===== src/irq_ctl_pkg.sv =====
// constants, types and addresses of the two-level vectored interrupt controller
// assumes one system clock and a synchronous active-high core reset
//
// Function
// RQ1 - eighteen sources, each set to low or high priority
// RQ2 - a source event sets its pending flag whether enabled or not
// RQ3 - enabled pending source raises a request; core calls its vector after current instruction
// RQ4 - return-from-interrupt resumes the interrupted program; core keeps the return point
// RQ5 - pending flag of a disabled source gives no request
// RQ6 - source enables act only while global enable is one
// RQ7 - each source has its own enable bit in one of three enable registers
// RQ8 - request seen while an enable clears may still be taken before a single-cycle instruction
// RQ9 - software follows an enable-clearing instruction with a two-byte instruction
// RQ10 - some flags clear by hardware at the vector call; others stay set
// RQ11 - a flag still set after return raises a new request at once; the code first waits in ST_HOLD for one instruction boundary
// RQ12 - software writing one to a flag acts like a hardware event
// RQ13 - each source has a priority bit in three registers, resetting to low
// RQ14 - high preempts a running low routine; a high routine is never preempted
// RQ15 - same-cycle requests: higher priority first, then fixed source order
// RQ16 - requests sampled and resolved on every clock
// RQ17 - least response five clocks: one to detect, four for the call
// RQ18 - after a return one further instruction runs before the next call
// RQ19 - worst response eighteen clocks: detect, return, divide, call
// RQ20 - request waits while equal or higher routine runs, until return plus one instruction
// RQ21 - primary enable register at 0xa8, global enable on top bit, resets zero
// RQ22 - lowest source index wins a tie; its vector goes to the core
// RQ23 - core flags call start and return completion so service level is tracked
package irq_ctl_pkg;

  // -------------------------------------------------------------
  // sources and vectors
  // -------------------------------------------------------------
  localparam int          N_SRC         = 18;
  localparam int          IDX_W         = 5;
  localparam int          VEC_W         = 16;
  localparam logic [15:0] VEC_BASE      = 16'h0003;
  localparam int          VEC_SHIFT     = 3;
  localparam logic [17:0] HW_CLR_MASK   = 18'h1000f;

  // -------------------------------------------------------------
  // special-register addresses
  // -------------------------------------------------------------
  localparam logic [7:0]  ADDR_EN_PRIM  = 8'ha8;
  localparam logic [7:0]  ADDR_PRI_PRIM = 8'hb8;
  localparam logic [7:0]  ADDR_EN_EXT1  = 8'he6;
  localparam logic [7:0]  ADDR_EN_EXT2  = 8'he7;
  localparam logic [7:0]  ADDR_PRI_EXT1 = 8'hf6;
  localparam logic [7:0]  ADDR_PRI_EXT2 = 8'hf7;
  localparam logic [7:0]  RST_REG       = 8'h00;

  // -------------------------------------------------------------
  // field layout
  // -------------------------------------------------------------
  localparam int          GLB_EN_BIT    = 7;
  localparam int          PRIM_CNT      = 7;
  localparam int          EXT1_BASE     = 7;
  localparam int          EXT1_CNT      = 8;
  localparam int          EXT2_BASE     = 15;
  localparam int          EXT2_CNT      = 3;

  // -------------------------------------------------------------
  // timing in system clocks
  // -------------------------------------------------------------
  localparam int          DETECT_CYC    = 1;
  localparam int          CALL_CYC      = 4;
  localparam int          RET_CYC       = 5;
  localparam int          DIV_CYC       = 8;
  localparam int          MIN_RESP_CYC  = DETECT_CYC + CALL_CYC;
  localparam int          MAX_RESP_CYC  = DETECT_CYC + RET_CYC + DIV_CYC + CALL_CYC;
  localparam logic [2:0]  CALL_LAST     = 3'(CALL_CYC - 1);

  typedef logic [IDX_W-1:0] src_idx_t;

  typedef enum logic [1:0] {
    ST_READY = 2'b00,
    ST_CALL  = 2'b01,
    ST_HOLD  = 2'b11
  } ctl_state_e;

endpackage


===== src/pick_if.sv =====
// request vector and winning source between the controller and a picker
// assumes the picker answers combinationally in the same cycle
interface pick_if;
  import irq_ctl_pkg::*;
  logic [N_SRC-1:0] req;
  logic             valid;
  src_idx_t         idx;
  modport picker (input req, output valid, output idx);
  modport user   (output req, input valid, input idx);
endinterface


===== src/irq_ctl.sv =====
// two-level vectored interrupt controller for a pipelined core
// assumes peripherals and core sequencer share the system clock
module irq_ctl (
  input  wire logic                       mclk_i,
  input  wire logic                       sys_rst_i,
  input  wire logic [irq_ctl_pkg::N_SRC-1:0] src_event_i,
  input  wire logic [irq_ctl_pkg::N_SRC-1:0] flag_sw_set_i,
  input  wire logic [irq_ctl_pkg::N_SRC-1:0] flag_sw_clr_i,
  input  wire logic                       sfr_wr_i,
  input  wire logic [7:0]                 sfr_addr_i,
  input  wire logic [7:0]                 sfr_wdata_i,
  input  wire logic                       instr_boundary_i,
  input  wire logic                       call_start_i,
  input  wire logic                       ret_done_i,
  output logic [irq_ctl_pkg::N_SRC-1:0]   pend_o,
  output logic [7:0]                      irq_enable_primary_o,
  output logic [7:0]                      irq_priority_primary_o,
  output logic [7:0]                      irq_enable_ext_first_o,
  output logic [7:0]                      irq_enable_ext_second_o,
  output logic [7:0]                      irq_priority_ext_first_o,
  output logic [7:0]                      irq_priority_ext_second_o,
  output logic                            irq_req_o,
  output logic                            irq_hi_o,
  output logic [irq_ctl_pkg::IDX_W-1:0]   irq_src_o,
  output logic [irq_ctl_pkg::VEC_W-1:0]   irq_vector_o,
  output logic                            in_service_hi_o,
  output logic                            in_service_lo_o
);
  import irq_ctl_pkg::*;

  // -------------------------------------------------------------
  // declarations
  // -------------------------------------------------------------
  logic [7:0]       en_prim_r;
  logic [7:0]       pri_prim_r;
  logic [7:0]       en_ext1_r;
  logic [7:0]       en_ext2_r;
  logic [7:0]       pri_ext1_r;
  logic [7:0]       pri_ext2_r;
  logic [N_SRC-1:0] src_en_w;
  logic [N_SRC-1:0] src_hi_w;
  logic [N_SRC-1:0] qual_w;
  logic [N_SRC-1:0] hw_clr_w;
  logic             glb_en_w;
  logic             hi_ok_w;
  logic             lo_ok_w;
  logic             req_nxt;
  ctl_state_e       state_r;
  logic [2:0]       call_cnt_r;
  logic             act_hi_r;
  logic             act_lo_r;
  logic             req_r;
  logic             hi_r;
  src_idx_t         src_r;
  logic [VEC_W-1:0] vec_r;
  src_idx_t         pick_nxt;
  logic             pick_hi_nxt;

  pick_if hi_pick ();
  pick_if lo_pick ();

  // -------------------------------------------------------------
  // enable and priority registers
  // -------------------------------------------------------------
  always_ff @(posedge mclk_i) begin
    if (sys_rst_i) begin
      en_prim_r <= RST_REG; // see RQ21
      en_ext1_r <= RST_REG;
      en_ext2_r <= RST_REG;
    end else if (sfr_wr_i) begin
      if (sfr_addr_i == ADDR_EN_PRIM) begin
        en_prim_r <= sfr_wdata_i; // see RQ21
      end
      if (sfr_addr_i == ADDR_EN_EXT1) begin
        en_ext1_r <= sfr_wdata_i; // see RQ7
      end
      if (sfr_addr_i == ADDR_EN_EXT2) begin
        en_ext2_r <= sfr_wdata_i;
      end
    end
  end

  always_ff @(posedge mclk_i) begin
    if (sys_rst_i) begin
      pri_prim_r <= RST_REG; // see RQ13
      pri_ext1_r <= RST_REG;
      pri_ext2_r <= RST_REG;
    end else if (sfr_wr_i) begin
      if (sfr_addr_i == ADDR_PRI_PRIM) begin
        pri_prim_r <= sfr_wdata_i;
      end
      if (sfr_addr_i == ADDR_PRI_EXT1) begin
        pri_ext1_r <= sfr_wdata_i;
      end
      if (sfr_addr_i == ADDR_PRI_EXT2) begin
        pri_ext2_r <= sfr_wdata_i;
      end
    end
  end

  // -------------------------------------------------------------
  // per-source enable and level mapping
  // -------------------------------------------------------------
  always_comb begin
    src_en_w = '0;
    src_hi_w = '0;
    for (int i = 0; i < PRIM_CNT; i++) begin
      src_en_w[i] = en_prim_r[i]; // see RQ7
      src_hi_w[i] = pri_prim_r[i]; // see RQ1
    end
    for (int i = 0; i < EXT1_CNT; i++) begin
      src_en_w[EXT1_BASE+i] = en_ext1_r[i];
      src_hi_w[EXT1_BASE+i] = pri_ext1_r[i];
    end
    for (int i = 0; i < EXT2_CNT; i++) begin
      src_en_w[EXT2_BASE+i] = en_ext2_r[i];
      src_hi_w[EXT2_BASE+i] = pri_ext2_r[i];
    end
  end

  assign glb_en_w = en_prim_r[GLB_EN_BIT];
  assign qual_w   = glb_en_w ? (pend_o & src_en_w) : '0; // see RQ5 see RQ6

  // -------------------------------------------------------------
  // pending flags
  // -------------------------------------------------------------
  assign hw_clr_w = (call_start_i && req_r) ?
                    (HW_CLR_MASK & (N_SRC'(1) << src_r)) : '0; // see RQ10

  for (genvar g = 0; g < N_SRC; g++) begin : g_flag
    pend_flag u_flag (
      .mclk_i    (mclk_i),
      .sys_rst_i (sys_rst_i),
      .set_i     (src_event_i[g] | flag_sw_set_i[g]), // see RQ2 see RQ12
      .clr_i     (flag_sw_clr_i[g] | hw_clr_w[g]),
      .flag_o    (pend_o[g])
    );
  end

  // -------------------------------------------------------------
  // priority resolution
  // -------------------------------------------------------------
  assign hi_pick.req = qual_w & src_hi_w;
  assign lo_pick.req = qual_w & ~src_hi_w;

  src_picker u_hi_pick (
    .p (hi_pick)
  );

  src_picker u_lo_pick (
    .p (lo_pick)
  );

  assign hi_ok_w = hi_pick.valid && !act_hi_r; // see RQ14
  assign lo_ok_w = lo_pick.valid && !act_hi_r && !act_lo_r; // see RQ20

  always_comb begin
    pick_hi_nxt = hi_ok_w; // see RQ15
    pick_nxt    = hi_ok_w ? hi_pick.idx : lo_pick.idx;
    req_nxt     = (state_r == ST_READY) && !call_start_i && !ret_done_i // see RQ18
                  && (hi_ok_w || lo_ok_w); // see RQ16
  end

  // -------------------------------------------------------------
  // sequencing state
  // -------------------------------------------------------------
  always_ff @(posedge mclk_i) begin
    if (sys_rst_i) begin
      state_r    <= ST_READY;
      call_cnt_r <= 3'h0;
    end else begin
      case (state_r)
        ST_READY: begin
          if (call_start_i) begin
            state_r    <= ST_CALL; // see RQ3
            call_cnt_r <= 3'h0;
          end else if (ret_done_i) begin
            state_r <= ST_HOLD; // see RQ18
          end
        end
        ST_CALL: begin
          call_cnt_r <= call_cnt_r + 3'h1;
          if (call_cnt_r == CALL_LAST) begin
            state_r <= ST_READY; // see RQ17
          end
        end
        ST_HOLD: begin
          if (instr_boundary_i) begin
            state_r <= ST_READY; // see RQ11 see RQ19
          end
        end
        default: begin
          state_r <= ST_READY;
        end
      endcase
    end
  end

  // -------------------------------------------------------------
  // service level tracking
  // -------------------------------------------------------------
  always_ff @(posedge mclk_i) begin
    if (sys_rst_i) begin
      act_hi_r <= 1'b0;
      act_lo_r <= 1'b0;
    end else if (call_start_i && req_r) begin
      if (hi_r) begin
        act_hi_r <= 1'b1; // see RQ23
      end else begin
        act_lo_r <= 1'b1;
      end
    end else if (ret_done_i) begin
      if (act_hi_r) begin
        act_hi_r <= 1'b0; // see RQ4
      end else begin
        act_lo_r <= 1'b0;
      end
    end
  end

  // -------------------------------------------------------------
  // request and vector to the core
  // -------------------------------------------------------------
  always_ff @(posedge mclk_i) begin
    if (sys_rst_i) begin
      req_r <= 1'b0;
      hi_r  <= 1'b0;
      src_r <= '0;
      vec_r <= VEC_BASE;
    end else begin
      req_r <= req_nxt; // see RQ8 see RQ17
      if (req_nxt) begin
        hi_r  <= pick_hi_nxt;
        src_r <= pick_nxt;
        vec_r <= VEC_BASE + (VEC_W'(pick_nxt) << VEC_SHIFT); // see RQ22
      end
    end
  end

  assign irq_enable_primary_o      = en_prim_r;
  assign irq_priority_primary_o    = pri_prim_r;
  assign irq_enable_ext_first_o    = en_ext1_r;
  assign irq_enable_ext_second_o   = en_ext2_r;
  assign irq_priority_ext_first_o  = pri_ext1_r;
  assign irq_priority_ext_second_o = pri_ext2_r;
  assign irq_req_o                 = req_r;
  assign irq_hi_o                  = hi_r;
  assign irq_src_o                 = src_r;
  assign irq_vector_o              = vec_r;
  assign in_service_hi_o           = act_hi_r;
  assign in_service_lo_o           = act_lo_r;

  // -------------------------------------------------------------
  // checks
  // -------------------------------------------------------------
  chk_flag_sets: assert property (@(posedge mclk_i) disable iff (sys_rst_i) // see RQ2
    (|(src_event_i | flag_sw_set_i)) |=>
      ((pend_o & $past(src_event_i | flag_sw_set_i)) == $past(src_event_i | flag_sw_set_i)))
    else $error("pending flag not set by event");

  chk_global_gate: assert property (@(posedge mclk_i) disable iff (sys_rst_i) // see RQ6
    !glb_en_w |=> !req_r)
    else $error("request without global enable");

  chk_disabled_quiet: assert property (@(posedge mclk_i) disable iff (sys_rst_i) // see RQ5
    ((pend_o & src_en_w) == '0) |=> !req_r)
    else $error("request from disabled source");

  chk_detect_one: assert property (@(posedge mclk_i) disable iff (sys_rst_i) // see RQ17
    (state_r == ST_READY && !call_start_i && !ret_done_i && !act_hi_r && !act_lo_r && |qual_w) |=> req_r)
    else $error("request not raised after one clock");

  chk_call_len: assert property (@(posedge mclk_i) disable iff (sys_rst_i) // see RQ17
    (state_r == ST_READY && call_start_i) |=> (state_r == ST_CALL)[*4] ##1 (state_r == ST_READY))
    else $error("vector call window not four clocks");

  chk_hi_no_preempt: assert property (@(posedge mclk_i) disable iff (sys_rst_i) // see RQ14
    act_hi_r |=> !req_r)
    else $error("high routine preempted");

  chk_hw_clear: assert property (@(posedge mclk_i) disable iff (sys_rst_i) // see RQ10
    (call_start_i && req_r && HW_CLR_MASK[src_r] && !src_event_i[src_r] && !flag_sw_set_i[src_r])
      |=> !pend_o[$past(src_r)])
    else $error("flag not cleared at vector call");

  chk_hold_one: assert property (@(posedge mclk_i) disable iff (sys_rst_i) // see RQ18
    (state_r == ST_HOLD) |=> !req_r)
    else $error("call before one further instruction");

  chk_hi_first: assert property (@(posedge mclk_i) disable iff (sys_rst_i) // see RQ15
    (state_r == ST_READY && !call_start_i && hi_ok_w) |=>
      (req_r && hi_r && src_r == $past(hi_pick.idx)))
    else $error("high priority source not chosen");

  chk_vector_map: assert property (@(posedge mclk_i) disable iff (sys_rst_i) // see RQ22
    req_r |-> (vec_r == VEC_BASE + (VEC_W'(src_r) << VEC_SHIFT)))
    else $error("vector does not match source");

  chk_ret_hold: assert property (@(posedge mclk_i) disable iff (sys_rst_i) // see RQ18
    (state_r == ST_READY && ret_done_i && !call_start_i) |=> (state_r == ST_HOLD && !req_r))
    else $error("return not followed by hold");

  chk_hold_release: assert property (@(posedge mclk_i) disable iff (sys_rst_i) // see RQ19
    (state_r == ST_HOLD && instr_boundary_i) |=> (state_r == ST_READY))
    else $error("hold not left at instruction end");

  chk_lo_waits: assert property (@(posedge mclk_i) disable iff (sys_rst_i) // see RQ20
    (act_lo_r && !hi_ok_w) |=> !req_r)
    else $error("low request while low routine runs");

  chk_req_drops: assert property (@(posedge mclk_i) disable iff (sys_rst_i) // see RQ3
    (call_start_i && req_r) |=> !req_r)
    else $error("request held after vector call");

  chk_mark_hi: assert property (@(posedge mclk_i) disable iff (sys_rst_i) // see RQ23
    (call_start_i && req_r && hi_r) |=> act_hi_r)
    else $error("high level not marked in service");

  chk_mark_lo: assert property (@(posedge mclk_i) disable iff (sys_rst_i) // see RQ23
    (call_start_i && req_r && !hi_r) |=> act_lo_r)
    else $error("low level not marked in service");

  chk_ret_level: assert property (@(posedge mclk_i) disable iff (sys_rst_i) // see RQ4
    (ret_done_i && !(call_start_i && req_r) && act_hi_r) |=> !act_hi_r)
    else $error("high level kept after return");

  chk_flag_kept: assert property (@(posedge mclk_i) disable iff (sys_rst_i) // see RQ10
    (call_start_i && req_r && !HW_CLR_MASK[src_r] && pend_o[src_r] && !flag_sw_clr_i[src_r])
      |=> pend_o[$past(src_r)])
    else $error("software-cleared flag lost at vector call");

  cov_call: cover property (@(posedge mclk_i) disable iff (sys_rst_i)
    req_r && call_start_i);

  cov_preempt: cover property (@(posedge mclk_i) disable iff (sys_rst_i)
    act_lo_r && req_r && hi_r && call_start_i);

  cov_reenter: cover property (@(posedge mclk_i) disable iff (sys_rst_i)
    (state_r == ST_HOLD) ##[1:20] req_r);

  cov_late_req: cover property (@(posedge mclk_i) disable iff (sys_rst_i)
    req_r && !glb_en_w);

endmodule


===== src/pend_flag.sv =====
// one sticky pending flag
// assumes set and clear inputs on the system clock
module pend_flag (
  input  wire logic mclk_i,
  input  wire logic sys_rst_i,
  input  wire logic set_i,
  input  wire logic clr_i,
  output logic      flag_o
);

  // -------------------------------------------------------------
  // flag store, set wins over clear
  // -------------------------------------------------------------
  always_ff @(posedge mclk_i) begin
    if (sys_rst_i) begin
      flag_o <= 1'b0;
    end else if (set_i) begin
      flag_o <= 1'b1; // see RQ2
    end else if (clr_i) begin
      flag_o <= 1'b0;
    end
  end

endmodule


===== src/src_picker.sv =====
// fixed-order picker: lowest requesting index wins
// assumes a request vector from the controller
module src_picker (
  pick_if.picker p
);
  import irq_ctl_pkg::*;

  // -------------------------------------------------------------
  // lowest index search
  // -------------------------------------------------------------
  always_comb begin
    p.valid = 1'b0;
    p.idx   = '0;
    for (int i = N_SRC - 1; i >= 0; i--) begin
      if (p.req[i]) begin
        p.valid = 1'b1; // see RQ22
        p.idx   = IDX_W'(i);
      end
    end
  end

endmodule


===== config.mk =====
export PLATFORM = sky130hd
export DESIGN_NAME = irq_ctl
export DESIGN_NICKNAME = d
export VERILOG_FILES = /design/src/irq_ctl_pkg.sv /design/src/pick_if.sv /design/src/irq_ctl.sv /design/src/pend_flag.sv /design/src/src_picker.sv
export SDC_FILE = /design/constraint.sdc
export NUM_CORES = 1
export LEC_CHECK = 0
export ABC_AREA = 1
export BUFFER_PORTS_ARGS = -buffer_cell sky130_fd_sc_hd__buf_4
export CAP_MARGIN = 20
export CORE_UTILIZATION = 29
export DETAILED_ROUTE_END_ITERATION = 8
export GPL_TIMING_DRIVEN = 0
export PLACE_DENSITY = 0.64
export RECOVER_POWER = 50
export SYNTH_ARGS = -nofsm -noshare
export SYNTH_HDL_FRONTEND = slang
export SYNTH_SLANG_ARGS = --single-unit

===== constraint.sdc =====
create_clock -name mclk_i -period 2.4 [get_ports mclk_i]
set_clock_uncertainty 0.2 [all_clocks]
set_input_delay 0.36 -clock mclk_i [delete_from_list [all_inputs] [get_ports mclk_i]]
set_output_delay 0.36 -clock mclk_i [all_outputs]
set_load 0.005 [all_outputs]

==> impl_metrics.py <==
metrics = {
    "critical_path": {
        "cp_max_fo": 10,
        "crit_path_cell_trace": "buf_6 > nand3_1 > nor2_1 > nor2_1 > nand2_2 > nor2_1 > a21oi_4 > nand2_4 > nand2_4 > inv_2 > nor3_1 > nor2_1",
        "worstSetupPathType": "flip-flop to flip-flop",
        "r2r_setup_slack_ns": 0.25,
        "cp-end-kind": "flip-flop",
        "arrival_ns": 2.19,
        "start_kind": "flip-flop",
        "path_common_cell": "nor2_1",
        "cp.required_ns": 2.44,
        "slowest_delay_ns": 0.42,
        "crit_slowest_cell": "dfxtp_2",
    },
    "global_routing": {
        "antenna_found_initial": 0,
        "grt_overflow": 0,
        "grt_usage_pct": 17.2,
        "grt_pass1_vias": 3828,
        "grt_pass1_wl_mm": 19.4,
        "grt_max_degree": 17,
    },
    "routing": {
        "drt-initial-drc-count": 185,
        "met3_length_um": 642,
        "wl_met2_mm": 5.90,
        "ant_nets": 0,
        "wire_per_inst_um": 13.1,
        "drc": 0,
        "firstDrtPassIters": 4,
        "wl_mm": 12.5,
        "m1WireLength_mm": 5.82,
        "vias": 4245,
        "vias_per_cell": 4.44,
        "top_layer": "met4",
    },
    "sta": {
        "slew_headroom_pct": 65.0,
        "finalHoldViolations": 0,
        "setup_tns_ns": 0,
        "fmax_ghz": 0.464,
        "drv_slew": 0,
        "rsz0062_at_grt": "false",
        "max_slew.worst_pin.slew_ns": 0.525,
        "setup_viol": 0,
        "final.period_utilization_pct": 89.7,
        "period_needed_ns": 2.15,
        "whs_ns": 0.0501,
    },
    "layout": {
        "antenna_cells": 0,
        "drive_above_1_share_pct": 28.4,
        "final_cell_mix": "buf_4, inv_1, nand2_1, dfxtp_1, a21oi_1",
        "finalNetCount": 850,
        "area_delta_synth_final_pct": 40.3,
        "layout_commonest_cell": "buf_4",
    },
    "pwr": {
        "ir_worst_vdd_uv": 370,
        "powerDensity_nw_per_um2": 566,
        "p_total_w": 0.00330,
        "power.leakage_nw": 2.73,
    },
    "die": {
        "die_x_um": 122,
        "core-area_sq_um": 13900,
        "die_h_um": 122,
        "die-area_sq_um": 14800,
        "num_rows": 43,
        "ios": 167,
        "initial_core_util_pct": 29.8,
    },
    "job": {
        "maxCapViolations": 0,
    },
    "placed_design": {
        "numPortBuffers": 154,
        "dp_hpwl_mm": 10.2,
        "place_congestion": 0.865,
    },
    "cts": {
        "holdBufCountCts": 0,
        "htreeDepth": 3,
        "insertion_delay_ns": 0.35,
        "cts_tree": "yes",
        "cts_sinks": 80,
        "numCtsBuffers": 9,
        "root_buffer": "clkbuf_16",
        "clk_pin_slew_ns": 0.07,
        "clockBufferDepth": 2,
    },
    "logic_synthesis": {
        "ys.flop_type": "dfxtp_1",
        "yosysSeqAreaShare_pct": 38.5,
        "synth_edf_count": 0,
        "ys_ff_latch": 80,
        "ys_async_sr_fraction_pct": 0,
        "synth.distinct_cells": 37,
        "synth_cells": 598,
        "syn_area_sq_um": 4160,
        "yosys_warnings": 0,
        "avgSynthCellArea_sq_um": 6.95,
    },
    "run_status": {
        "outcome": "finished clean",
    },
    "min_path": {
        "hold_path.class": "primary input to flip-flop",
    },
}
==> per-layer routing <==
layer  track usage [%]  vias to the layer above
met5                 0                        -
met4              5.09                        0
met3              4.03                       13
met2              29.0                      109
met1              21.7                     1899
li1                  -                     2224
==> repair_timing <==
item	CTS	global route
setup endpoints to repair	0	4
gates resized for setup	0	1
setup buffers	0	0
==> final cells by class <==
type / count / area [sq um]
plain buffers: 50 / 330
clock buffers: 9 / 225
clock inverters: 7 / 106
fillers: 1436 / 8110
inverters: 99 / 372
multi-input cells: 378 / 1890
flip-flops and latches: 80 / 1600
well taps: 180 / 225
repair buffers: 154 / 1080
==> power by group <==
group / leakage, nW / internal (W) / switching, W
Sequential: 0.652 / 0.00136 / 0.0000341
Combinational: 1.92 / 0.000187 / 0.000149
Clock: 0.163 / 0.000934 / 0.000628
==> metrics by stage <==
stage          area [sq um]  util [%]  worst slack [ns]  cells
4_1_cts                5900      42.4             0.147    957
3_3_place_gp           5570      40.0             0.169    941
2_1_floorplan          4190         -             0.473    607
5_1_grt                5830      41.8           0.00594    957
6_report               5830      41.8             0.246    957
3_5_place_dp           5570      40.0             0.164    941
==> worst max-delay path, delay by kind of cell, from the launching register on <==
family                 cells  cell delay, ns
and+or+nand+nor            9            0.91
AOI/OAI and AO/OA          1            0.26
buffers and inverters      2            0.25
DFF                        1            0.42
==> final timing paths <==
path,startpoint,endpoint,cells after the start
max reg2reg,irq_enable_primary_o[7]$_SDFFE_PP0P_,irq_src_o[2]$_SDFFE_PP0P_,12
min,flag_sw_clr_i[13],g_flag[13].u_flag.flag_o$_SDFFE_PP0P_,4
min reg2reg,call_cnt_r[0]$_SDFFE_PP0P_,call_cnt_r[0]$_SDFFE_PP0P_,1
max,irq_enable_primary_o[7]$_SDFFE_PP0P_,irq_src_o[2]$_SDFFE_PP0P_,12
==> registers in the layout (all words and copies together), names as in the netlist <==
signal and cells:
irq_priority_primary_o 8, irq_priority_ext_second_o 8, irq_enable_primary_o 8, irq_src_o 5, irq_priority_ext_first_o 8, in_service_hi_o 1, irq_enable_ext_second_o 8, state_r 2
irq_hi_o 1, g_flag.u_flag.flag_o 18, irq_req_o 1, irq_enable_ext_first_o 8, in_service_lo_o 1, call_cnt_r 3
==> cells in the mapped netlist, drive strengths merged (3+ instances only) <==
cell	number	share of area, %
nand2	85	8.2
buf	36	6.7
a21oi	76	9.4
nand4	7	1.1
nor3	13	1.8
nor2	84	8.3
o21ai	56	6.8
nor4	3	0.45
nand3	27	5.0
a31oi	3	0.45
clkbuf	14	1.3
dfxtp	80	39
inv	98	8.9
==> cell families after synthesis <==
family / count (synthesis) / synth area share (%)
DFF: 80 / 38.5
and+or+nand+nor: 224 / 25.6
buffers and inverters: 149 / 16.9
other: 2 / 0.181
adders and majority gates: 2 / 0.602
AOI/OAI and AO/OA: 141 / 18.2
No activity file was read; power rests on OpenSTA's default activity.
